--- config.mk ---
export PLATFORM = sky130hd
export DESIGN_NAME = cgc_clock_ctrl
export DESIGN_NICKNAME = d
export VERILOG_FILES = /design/src/cgc_pkg.sv /design/src/cgc_clock_ctrl.sv
export SDC_FILE = /design/constraint.sdc
export NUM_CORES = 1
export LEC_CHECK = 0
export BUFFER_PORTS_ARGS = -buffer_cell sky130_fd_sc_hd__clkbuf_2
export CAP_MARGIN = 5
export CORE_MARGIN = 3
export CORE_UTILIZATION = 53
export CTS_CLUSTER_DIAMETER = 150
export CTS_CLUSTER_SIZE = 28
export DETAILED_ROUTE_END_ITERATION = 7
export PLACE_DENSITY = 0.88
export SYNTH_ARGS = -nofsm -noshare
export SYNTH_HDL_FRONTEND = slang
export SYNTH_SLANG_ARGS = --single-unit
--- constraint.sdc ---
create_clock -name mclk -period 4.54 [get_ports mclk]
set_clock_uncertainty 0.2 [all_clocks]
set_input_delay 0.454 -clock mclk [delete_from_list [all_inputs] [get_ports mclk]]
set_output_delay 0.454 -clock mclk [all_outputs]
set_load 0.05 [all_outputs]
--- src/cgc_pkg.sv ---
/*
  cgc_pkg: constants for the clock generator control block.
  assumes a byte-wide special-function register port from the cpu.
*/
package cgc_pkg;
  localparam logic [19:0] CGC_ADDR_FREQ_SEL   = 20'hF00A8;
  localparam logic [19:0] CGC_ADDR_SPEED_CTRL = 20'hF00F3;
  localparam logic [19:0] CGC_ADDR_PER_EN     = 20'hF00F0;
  localparam logic [19:0] CGC_ADDR_OPT_BYTE   = 20'h000C2;
  localparam int          CGC_ITMR_EN_BIT     = 4;
  localparam logic [7:0]  CGC_SPEED_RST       = 8'h00;
  localparam logic [7:0]  CGC_PER_RST         = 8'h00;
  localparam logic [7:0]  CGC_PER_RSVD_MASK   = 8'h1A;
  localparam logic [4:0]  CGC_OPT_HIGH_ONES   = 5'h1F;
  localparam logic [2:0]  CGC_FREQ_20M        = 3'h1;
  localparam logic [2:0]  CGC_FREQ_1M25       = 3'h5;
  localparam logic [1:0]  CGC_SWITCH_CYCLES   = 2'h3;
  localparam logic [7:0]  CGC_POR_WAIT_CYCLES = 8'h40;
  typedef enum logic [2:0] {
    CGC_RESET_WAIT, CGC_RUN, CGC_SW_OLD, CGC_SW_NEW, CGC_IDLE, CGC_SLEEP
  } cgc_state_e;
endpackage

--- src/cgc_clock_ctrl.sv ---
/*
  cgc_clock_ctrl: register file and clock sequencing of the clock generator.
  assumes byte accesses on sfrAddr with one-cycle write and read strobes,
  the option byte presented on a static input, oscillators outside.
*/
// Contract
// - itmr clock gate follows interval timer clock enable bit four.
// - reset clears speed mode control to zero.
// - all three registers take writes only as whole bytes.
// - reset loads frequency select from the option byte field.
// - codes 001 to 101 select 20, 10, 5, 2.5, 1.25 MHz.
// - option byte holds code in bits 2..0, bits 7..3 are ones.
// - switch runs three old cycles then waits three new cycles.
// - fast oscillator starts itself at reset release.
// - slow clock feeds only watchdog and interval timer, never the cpu.
// - slow oscillator runs while watchdog runs or timer enable is one.
// - cpu clock starts from fast oscillator at option frequency.
// - cpu starts only after the reset processing wait.
// - halt from fast oscillator enters clocked idle.
// - peripheral enable zero holds peripheral in reset, blocks writes.
`timescale 1ns/100ps
module cgc_clock_ctrl
  import cgc_pkg::*;
#(
  parameter int unsigned POR_WAIT = CGC_POR_WAIT_CYCLES
)
(
  // clock and reset
  input  wire logic       mclk,
  input  wire logic       rst_n,
  // register port
  input  wire logic [19:0] sfrAddr,
  input  wire logic       sfrWrite,
  input  wire logic       sfrRead,
  input  wire logic [7:0] sfrWdata,
  output logic [7:0]      sfrRdata,
  // option byte and cpu events
  input  wire logic [7:0] optionByte,
  input  wire logic       haltReq,
  input  wire logic       stopReq,
  input  wire logic       wakeReq,
  input  wire logic       watchdogRun,
  // clock controls, cpu start flag and peripheral reset and write enables
  output logic [2:0]      fastOscFreqSel,
  output logic            fastOscEnable,
  output logic            slowOscEnable,
  output logic            itmrClockGate,
  output logic            cpuClockGate,
  output logic            cpuStarted,
  output logic [7:0]      periphResetN,
  output logic [7:0]      periphWriteEn
);
  import cgc_pkg::*;

  typedef struct packed {
    cgc_state_e st;
    logic [7:0] speed;
    logic [2:0] freq;
    logic [2:0] freqPend;
    logic [7:0] per;
    logic [7:0] cnt;
    logic [7:0] rdata;
    logic       loaded;
    logic       fastEn;
    logic       slowEn;
    logic       cpuGate;
    logic       started;
  } cgc_state_s;

  cgc_state_s cur_r;
  cgc_state_s cur_nxt;

  // reset wait counter is eight bits wide
  if (POR_WAIT < 1 || POR_WAIT > 256) begin : g_porWaitChk
    $error("reset wait count out of range");
  end

  function automatic logic freqLegal(input logic [2:0] c);
    return (c >= CGC_FREQ_20M) && (c <= CGC_FREQ_1M25);
  endfunction

  always_comb begin
    cur_nxt = cur_r;
    cur_nxt.rdata = 8'h00;
    if (!cur_r.loaded) begin
      cur_nxt.loaded = 1'b1;
      if (freqLegal(optionByte[2:0])) begin
        cur_nxt.freq = optionByte[2:0];
      end
      cur_nxt.freqPend = cur_nxt.freq;
    end
    if (sfrWrite) begin
      case (sfrAddr)
        CGC_ADDR_SPEED_CTRL: cur_nxt.speed = sfrWdata & (8'h01 << CGC_ITMR_EN_BIT);
        CGC_ADDR_FREQ_SEL: begin
          if (freqLegal(sfrWdata[2:0]) && cur_r.st == CGC_RUN) begin
            cur_nxt.freqPend = sfrWdata[2:0];
            cur_nxt.st = CGC_SW_OLD;
            cur_nxt.cnt = 8'h00;
          end
        end
        CGC_ADDR_PER_EN: cur_nxt.per = sfrWdata & ~CGC_PER_RSVD_MASK;
        default: ;
      endcase
    end
    if (sfrRead) begin
      case (sfrAddr)
        CGC_ADDR_SPEED_CTRL: cur_nxt.rdata = cur_r.speed;
        CGC_ADDR_FREQ_SEL:   cur_nxt.rdata = {5'h00, cur_r.freqPend};
        CGC_ADDR_PER_EN:     cur_nxt.rdata = cur_r.per;
        CGC_ADDR_OPT_BYTE:   cur_nxt.rdata = {CGC_OPT_HIGH_ONES, optionByte[2:0]};
        default:             cur_nxt.rdata = 8'h00;
      endcase
    end
    case (cur_r.st)
      CGC_RESET_WAIT: begin
        cur_nxt.cnt = cur_r.cnt + 8'h01;
        if (cur_r.cnt == 8'(POR_WAIT - 1)) begin
          cur_nxt.st = CGC_RUN;
          cur_nxt.cnt = 8'h00;
        end
      end
      CGC_RUN: begin
        if (haltReq) begin
          cur_nxt.st = CGC_IDLE;
        end else if (stopReq) begin
          cur_nxt.st = CGC_SLEEP;
        end
      end
      CGC_SW_OLD: begin
        cur_nxt.cnt = cur_r.cnt + 8'h01;
        if (cur_r.cnt == {6'h00, CGC_SWITCH_CYCLES} - 8'h01) begin
          cur_nxt.freq = cur_r.freqPend;
          cur_nxt.st = CGC_SW_NEW;
          cur_nxt.cnt = 8'h00;
        end
      end
      CGC_SW_NEW: begin
        cur_nxt.cnt = cur_r.cnt + 8'h01;
        if (cur_r.cnt == {6'h00, CGC_SWITCH_CYCLES} - 8'h01) begin
          cur_nxt.st = CGC_RUN;
          cur_nxt.cnt = 8'h00;
        end
      end
      CGC_IDLE, CGC_SLEEP: begin
        if (wakeReq) begin
          cur_nxt.st = CGC_RUN;
        end
      end
      default: cur_nxt.st = CGC_RESET_WAIT;
    endcase
    // registered clock controls, derived from the next state
    cur_nxt.fastEn = (cur_nxt.st != CGC_SLEEP);
    cur_nxt.slowEn = watchdogRun | cur_nxt.speed[CGC_ITMR_EN_BIT];
    cur_nxt.cpuGate = (cur_nxt.st == CGC_RUN) || (cur_nxt.st == CGC_SW_OLD);
    cur_nxt.started = cur_r.started | (cur_nxt.st != CGC_RESET_WAIT);
  end

  always_ff @(posedge mclk or negedge rst_n) begin
    if (!rst_n) begin
      cur_r.st <= CGC_RESET_WAIT;
      cur_r.speed <= CGC_SPEED_RST;
      cur_r.freq <= CGC_FREQ_20M;
      cur_r.freqPend <= CGC_FREQ_20M;
      cur_r.per <= CGC_PER_RST;
      cur_r.cnt <= 8'h00;
      cur_r.rdata <= 8'h00;
      cur_r.loaded <= 1'b0;
      cur_r.fastEn <= 1'b0;
      cur_r.slowEn <= 1'b0;
      cur_r.cpuGate <= 1'b0;
      cur_r.started <= 1'b0;
    end else begin
      cur_r <= cur_nxt;
    end
  end

  assign sfrRdata = cur_r.rdata;
  assign fastOscFreqSel = cur_r.freq;
  assign fastOscEnable = cur_r.fastEn;
  assign slowOscEnable = cur_r.slowEn;
  assign itmrClockGate = cur_r.speed[CGC_ITMR_EN_BIT];
  assign cpuClockGate = cur_r.cpuGate;
  assign cpuStarted = cur_r.started;
  assign periphResetN = cur_r.per;
  assign periphWriteEn = cur_r.per;

  property p_itmr_follow;
    @(posedge mclk) disable iff (!rst_n)
      (sfrWrite && sfrAddr == CGC_ADDR_SPEED_CTRL) |=>
        (itmrClockGate == $past(sfrWdata[CGC_ITMR_EN_BIT]));
  endproperty
  a_itmr_follow: assert property (p_itmr_follow) else $error("interval timer gate wrong");
  property p_speed_bits;
    @(posedge mclk) disable iff (!rst_n)
      (sfrRead && sfrAddr == CGC_ADDR_SPEED_CTRL) |=> (sfrRdata[3:0] == 4'h0 && sfrRdata[7:5] == 3'h0);
  endproperty
  a_speed_bits: assert property (p_speed_bits) else $error("speed reserved bits set");
  property p_freq_legal;
    @(posedge mclk) disable iff (!rst_n) cur_r.loaded |-> freqLegal(fastOscFreqSel);
  endproperty
  a_freq_legal: assert property (p_freq_legal) else $error("illegal frequency");
  property p_bad_code;
    @(posedge mclk) disable iff (!rst_n)
      (sfrWrite && sfrAddr == CGC_ADDR_FREQ_SEL && !freqLegal(sfrWdata[2:0])) |=> $stable(cur_r.freqPend);
  endproperty
  a_bad_code: assert property (p_bad_code) else $error("prohibited code taken");
  property p_switch;
    @(posedge mclk) disable iff (!rst_n)
      (cur_r.st == CGC_RUN && cur_nxt.st == CGC_SW_OLD) |=> ##6 (cur_r.st == CGC_RUN);
  endproperty
  a_switch: assert property (p_switch) else $error("switch timing wrong");
  property p_slow;
    @(posedge mclk) disable iff (!rst_n) itmrClockGate |-> slowOscEnable;
  endproperty
  a_slow: assert property (p_slow) else $error("slow osc off with timer gate");
  property p_halt;
    @(posedge mclk) disable iff (!rst_n) (cur_r.st == CGC_RUN && haltReq) |=> cur_r.st == CGC_IDLE;
  endproperty
  a_halt: assert property (p_halt) else $error("halt not taken");
  property p_start;
    @(posedge mclk) disable iff (!rst_n) (cur_r.st == CGC_RESET_WAIT) |-> !cpuClockGate;
  endproperty
  a_start: assert property (p_start) else $error("cpu clock before reset wait");
  property p_optload;
    @(posedge mclk) disable iff (!rst_n)
      (!cur_r.loaded && freqLegal(optionByte[2:0])) |=> fastOscFreqSel == $past(optionByte[2:0]);
  endproperty
  a_optload: assert property (p_optload) else $error("option code not loaded");
  c_switch: cover property (@(posedge mclk) cur_r.st == CGC_SW_NEW);
  c_idle: cover property (@(posedge mclk) cur_r.st == CGC_IDLE);
  c_sleep: cover property (@(posedge mclk) cur_r.st == CGC_SLEEP);
endmodule

==> impl_metrics.toml, run 1 <==
[die]
design.core.area_um2 = 3740
die_y_um = 69.1
rows = 22
dieArea_um2 = 4770
ioPinCount = 76
dieWidth_um = 69.1
initial_core_util_pct = 56.4

[sta]
final_max_slew_viol_count = 0
final-hold-violation-count = 0
tns_ps = 0
fin_crit_ps = 2420
slew_headroom_pct = 41.5
max_freq_mhz = 414
finalCritPeriodShare_pct = 53.2
rsz0062_at_grt = "no"
worstMarginPinSlew_ps = 878
setup_viol = 0

[clock_tree]
cts_sinks = 36
root_buffer = "clkbuf_8"
cts-resized-gates = 0
clockBufferDepth = 2
clk_pin_slew_ps = 70
worstSkewPairLatency_ps = 290
cts_hold_buf = 0
post_cts_buffers = 0
cts_tree = "done"
cts_max_level = 2
numCtsBuffers = 5

[layout]
nets = 312
syn2layout_area_growth_pct = 12.5
drive_above_1_share_pct = 32.6
fin_util_pct = 63.4
n_antenna_cell = 0
finalInstanceArea_um2 = 2370

[run_status]
status = "complete, no violations"

[route]
drt-total-wl_mm = 4.49
via_per_inst = 5.51
drt_iter0_drc = 182
via_count = 1735
drcViolationCount = 0
drt-pass1-iter-count = 4
wl_per_cell_um = 14.2
antenna_left = 0

[critical_path]
ff2ff_path_depth = 7
r2r_end = "cur_r[19]"
critical-path-slowest-cell = "a21oi_1"
path_cells = "ha_1 -> and3_1 -> a41oi_1 -> a21oi_1 -> a31oi_1 -> o21ai_0 -> o31ai_1"
crit_type = "reg2reg"
r2r_slack_ps = 2120
r2r_start = "cur_r[14]"
worstPathArrival_ps = 2360
cp.required_ps = 4490
end_kind = "register"
max_stage_delay_ps = 640
cp-start-kind = "register"
worst-path-max-fanout = 13

[logic_synthesis]
synth_seq_area_share_pct = 42.8
syn_area_per_cell_um2 = 9.42
synth_cells = 224
synth_common_cells = "34 x dfrtp_1, 27 x buf_4, 19 x o21ai_0, 18 x nor2_1"
ys.flop_type = "dfrtp_1"
synth_top_area_share_pct = 40.3
yosys.cell_count.top_type = "dfrtp_1"
synthArstFlopShare_pct = 100
ys.warnings.count = 0
yosysUniqueCellTypes = 47
synth_edf_count = 0
ys_ff_latch = 36
syn-cell-area_um2 = 2110
yosysTopAreaCell = "dfrtp_1"
synth_area_leaders = "dfrtp_1 40%, buf_4 9.6%, o21ai_0 4.5%"

[global_routing]
grt_pass1_wl_mm = 7.87
met3_usage_pct = 5.39
grt_usage_pct = 20.2
grt_pass1_vias = 1699
met2_usage_pct = 33.1
grt_max_degree = 37
grt_util_met1_pct = 25.4
antenna_found_initial = 0
grt.busiest_layer = "met2"
grt_overflow = 0

[placed_design]
port_buffers = 63
placed_cell_area_um2 = 2280
gp_congestion = 0.805
dp_hpwl_mm = 3.42

[power_and_ir_drop]
p_leak_nw = 1.13
ir_worst_vdd_uv = 300
power_density_nw_per_um2 = 396

[run]
drv_cap = 0

[min_path]
hold_path_class = "in2async"
[cell families after synthesis]
family	synth area share (%)
xor gates and xnor gates	0.831
buffers and inverters	12.5
other	0.356
adders and majority gates	1.19
muxes	4.75
AOI/OAI and AO/OA	16.0
DFF	42.8
and+or+nand+nor	21.6
[how the worst max path moves through the flow]
stage	cells past startpoint	slack (ps)	startpoint	endpoint
6_report	7	2120	cur_r[14]	cur_r[19]
3_3_place_gp	6	1980	sfrAddr[9]	cpuStarted
3_5_place_dp	7	1940	sfrAddr[13]	cur_r[19]
4_1_cts	7	2120	cur_r[14]	cur_r[19]
5_1_grt	7	1850	cur_r[14]	cur_r[18]
2_1_floorplan	5	2270	sfrAddr[9]	cpuStarted
[state kept, by name, indices dropped and copies added, names as in the netlist]
register and flops:
cpuClockGate 1, itmrClockGate 1, cur_r 15, periphResetN 5, slowOscEnable 1, fastOscFreqSel 3, cpuStarted 1, sfrRdata 8
fastOscEnable 1
[through the flow]
stage / setup WS (ps) / std cells / total power [W] / hold WS, ps
floorplan: 2270 / 229 / 0.000633 / -41.6
global placement: 1980 / 307 / 0.000691 / 255
detailed placement: 1940 / 307 / 0.000702 / 264
CTS: 2120 / 315 / 0.000943 / 97.9
global route: 1850 / 315 / 0.00101 / 139
finish: 2120 / 315 / 0.000939 / 70.8
[cell usage in the layout (no fill, tap or decap), types with 3 or more instances in the layout]
cell type and instances:
a21oi_1 12, nor3_1 5, nand3_1 6, mux2_2 8, inv_1 10, or3_1 3
clkbuf_8 6, nor4_4 3, nand2b_1 6, o31ai_1 3, clkbuf_2 63, nor2b_1 8
nor2_1 18, o21ai_0 19, conb_1 7, and3_1 3, nand2_1 12, nand4_1 3
dfrtp_1 34, a31oi_1 3
[power by group]
| group | leakage [nW] | internal, W | switching [W] |
|---|---|---|---|
| combinational | 0.626 | 0.0000999 | 0.000180 |
| sequential | 0.459 | 0.000367 | 0.0000510 |
| clock | 0.0445 | 0.000123 | 0.000118 |
| total | 1.13 | 0.000591 | 0.000348 |
[worst max-delay path: cells and delay by family (launching register included)]
family | cells | cell delay (ps)
DFF | 1 | 390
adders and majority gates | 1 | 200
AOI/OAI and AO/OA | 5 | 1190
and+or+nand+nor | 1 | 280
[metal layers]
metal / vias to the layer above / share of wire [%]
li1: 849 / -
met4: 0 / 1.3
met3: 7 / 6.2
met2: 65 / 50
met5: - / 0
met1: 814 / 43
[layout make-up]
| class | count | area [µm²] |
|---|---|---|
| Sequential cell | 36 | 903 |
| Tap cell | 48 | 60.1 |
| Clock buffer | 7 | 86.3 |
| Multi-Input combinational cell | 150 | 962 |
| Timing Repair Buffer | 63 | 315 |
| Fill cell | 323 | 1370 |
| Clock inverter | 1 | 7.51 |
| Inverter | 10 | 37.5 |
Note: power is estimated with default switching activity, not from simulation.
==> run 2, diff against run 1 <==
- CORE_UTILIZATION: 53 -> 50
- PLACE_DENSITY: 0.88 -> 0.83
- clock period: 4.54 -> 2.3 ns (I/O delays scaled with it)
==> impl_metrics.toml, run 2 (same netlist as run 1, synthesis figures left out) <==
[sta]
fin_crit_ps = 2180
final-hold-violation-count = 0
setup_viol = 0
worstMarginPinSlew_ps = 853
tns_ps = 0
finalCritPeriodShare_pct = 94.8
rsz0062_at_grt = "no"
final_max_slew_viol_count = 0
slew_headroom_pct = 43.1
max_freq_mhz = 459

[clock_tree]
clockBufferDepth = 2
cts_max_level = 2
cts_tree = "done"
worstSkewPairLatency_ps = 290
post_cts_buffers = 0
numCtsBuffers = 5
root_buffer = "clkbuf_8"
clk_pin_slew_ps = 70
cts_sinks = 36

[critical_path]
max_stage_delay_ps = 540
worst-path-max-fanout = 4
ff2ff_path_depth = 7
r2r_slack_ps = 150
worstPathArrival_ps = 2140
cp.required_ps = 2260
r2r_start = "cur_r[14]"
crit_type = "in2reg"
end_kind = "register"
path_cells = "dlygate4sd3_1 -> clkbuf_2 -> or3_1 -> nand4_1 -> nor4_4 -> o2bb2ai_2 -> inv_1 -> or4_1"
cp-start-kind = "input pin"
critical-path-slowest-cell = "dlygate4sd3_1"
r2r_end = "cpuStarted"

[route]
drcViolationCount = 0
drt_iter0_drc = 141
wl_per_cell_um = 13.4
drt-pass1-iter-count = 4
via_count = 1786
via_per_inst = 5.40
antenna_left = 0
drt-total-wl_mm = 4.44

[layout]
layout_common_cells = "63 x clkbuf_2, 34 x dfrtp_1, 19 x o21ai_0, 17 x nor2_1"
drive_above_1_share_pct = 34.6
fin_util_pct = 66.0
layout_commonest_cell = "clkbuf_2"
n_fill_cell = 321
syn2layout_area_growth_pct = 20.5
nets = 328
largest_reg_flops = 15
fin_cells = 331
n_antenna_cell = 0
regMostFlops = "cur_r"

[min_path]
whs_path_depth = 2
hold_start = "sfrRead"
hold_path_class = "in2reg"
whs_endpoint = "sfrRdata[5]"

[global_routing]
antenna_found_initial = 0
grt_pass1_vias = 1634
grt_pass1_wl_mm = 7.31
grt_overflow = 0
grt_usage_pct = 18.4
grt_max_degree = 37

[power_and_ir_drop]
ir_worst_vdd_uv = 624
power_density_nw_per_um2 = 775
p_leak_nw = 1.21

[run]
drv_cap = 0

[die]
dieWidth_um = 71.0
ioPinCount = 76
die_y_um = 71.0
initial_core_util_pct = 54.7
dieArea_um2 = 5030
design.core.area_um2 = 3850
rows = 22

[placed_design]
dp_cells = 314
dp_hpwl_mm = 3.38
gp_congestion = 0.875
port_buffers = 63

[run_status]
status = "complete, no violations"
[run 2: cell types whose count changed in the layout (fill, tap and decap cells not counted), sizes merged]
cell / before / now
buf: 0 / 7
clkinv: 0 / 1
clkbuf: 70 / 68
bufinv: 0 / 1
dlygate4sd3: 0 / 9
[run 2: power by group]
group	switching (W)	total [W]	internal, W
clock	0.000232	0.000552	0.000320
combinational	0.000376	0.000606	0.000230
sequential	0.0000882	0.000813	0.000725
total	0.000696	0.00197	0.00128
[run 2: through the flow]
stage                     total power [W]  area [µm²]  setup slack, ps  hold slack (ps)
final                             0.00197        2540              120             11.0
after global routing              0.00211        2540             30.9             9.63
after CTS                         0.00198        2530             47.0             2.67
after detailed placement          0.00141        2330              106              193
after global placement            0.00139        2330              129              176
after floorplan                   0.00125        2130              210             -266
[run 2: layer usage]
layer	part of all wire (%)	global-route usage [%]
met3	7.6	5.11
met5	0	0
met4	1.6	6.89
met2	50	30.8
met1	40	22.7
[run 2: what timing repair did]
item / in CTS / in global routing
endpoints found under the hold margin: 42 / 0
endpoints found under the setup margin: 0 / 2
resized for setup: 0 / 3
hold buffers: 9 / 0
[run 2: worst max path at each step]
| stage | depth (start not counted) | slack [ps] | to | startpoint |
|---|---|---|---|---|
| after floorplan | 8 | 210 | cpuStarted | cur_r[14] |
| after global placement | 6 | 130 | cpuStarted | sfrAddr[9] |
| after detailed placement | 6 | 110 | cpuStarted | sfrAddr[9] |
| after CTS | 8 | 50 | cpuStarted | sfrWdata[2] |
| after global routing | 7 | 30 | cpuStarted | cur_r[14] |
| final | 8 | 120 | cpuStarted | sfrWdata[2] |
[run 2: area by class of cell]
class,instances,area [µm²],share of cell area [%]
clock buffer,5,68.8,2.71
clock inverter,3,42.5,1.67
inverter,10,37.5,1.48
multi-input combinational,150,972,38.2
sequential,36,903,35.5
tap,48,60.1,2.36
timing repair buffer,79,458,18.0
[run 2: worst max-delay path, delay by kind of cell]
family | cells | cell delay [ps]
compound gates | 1 | 170
simple gates | 4 | 990
buf+inv | 3 | 750
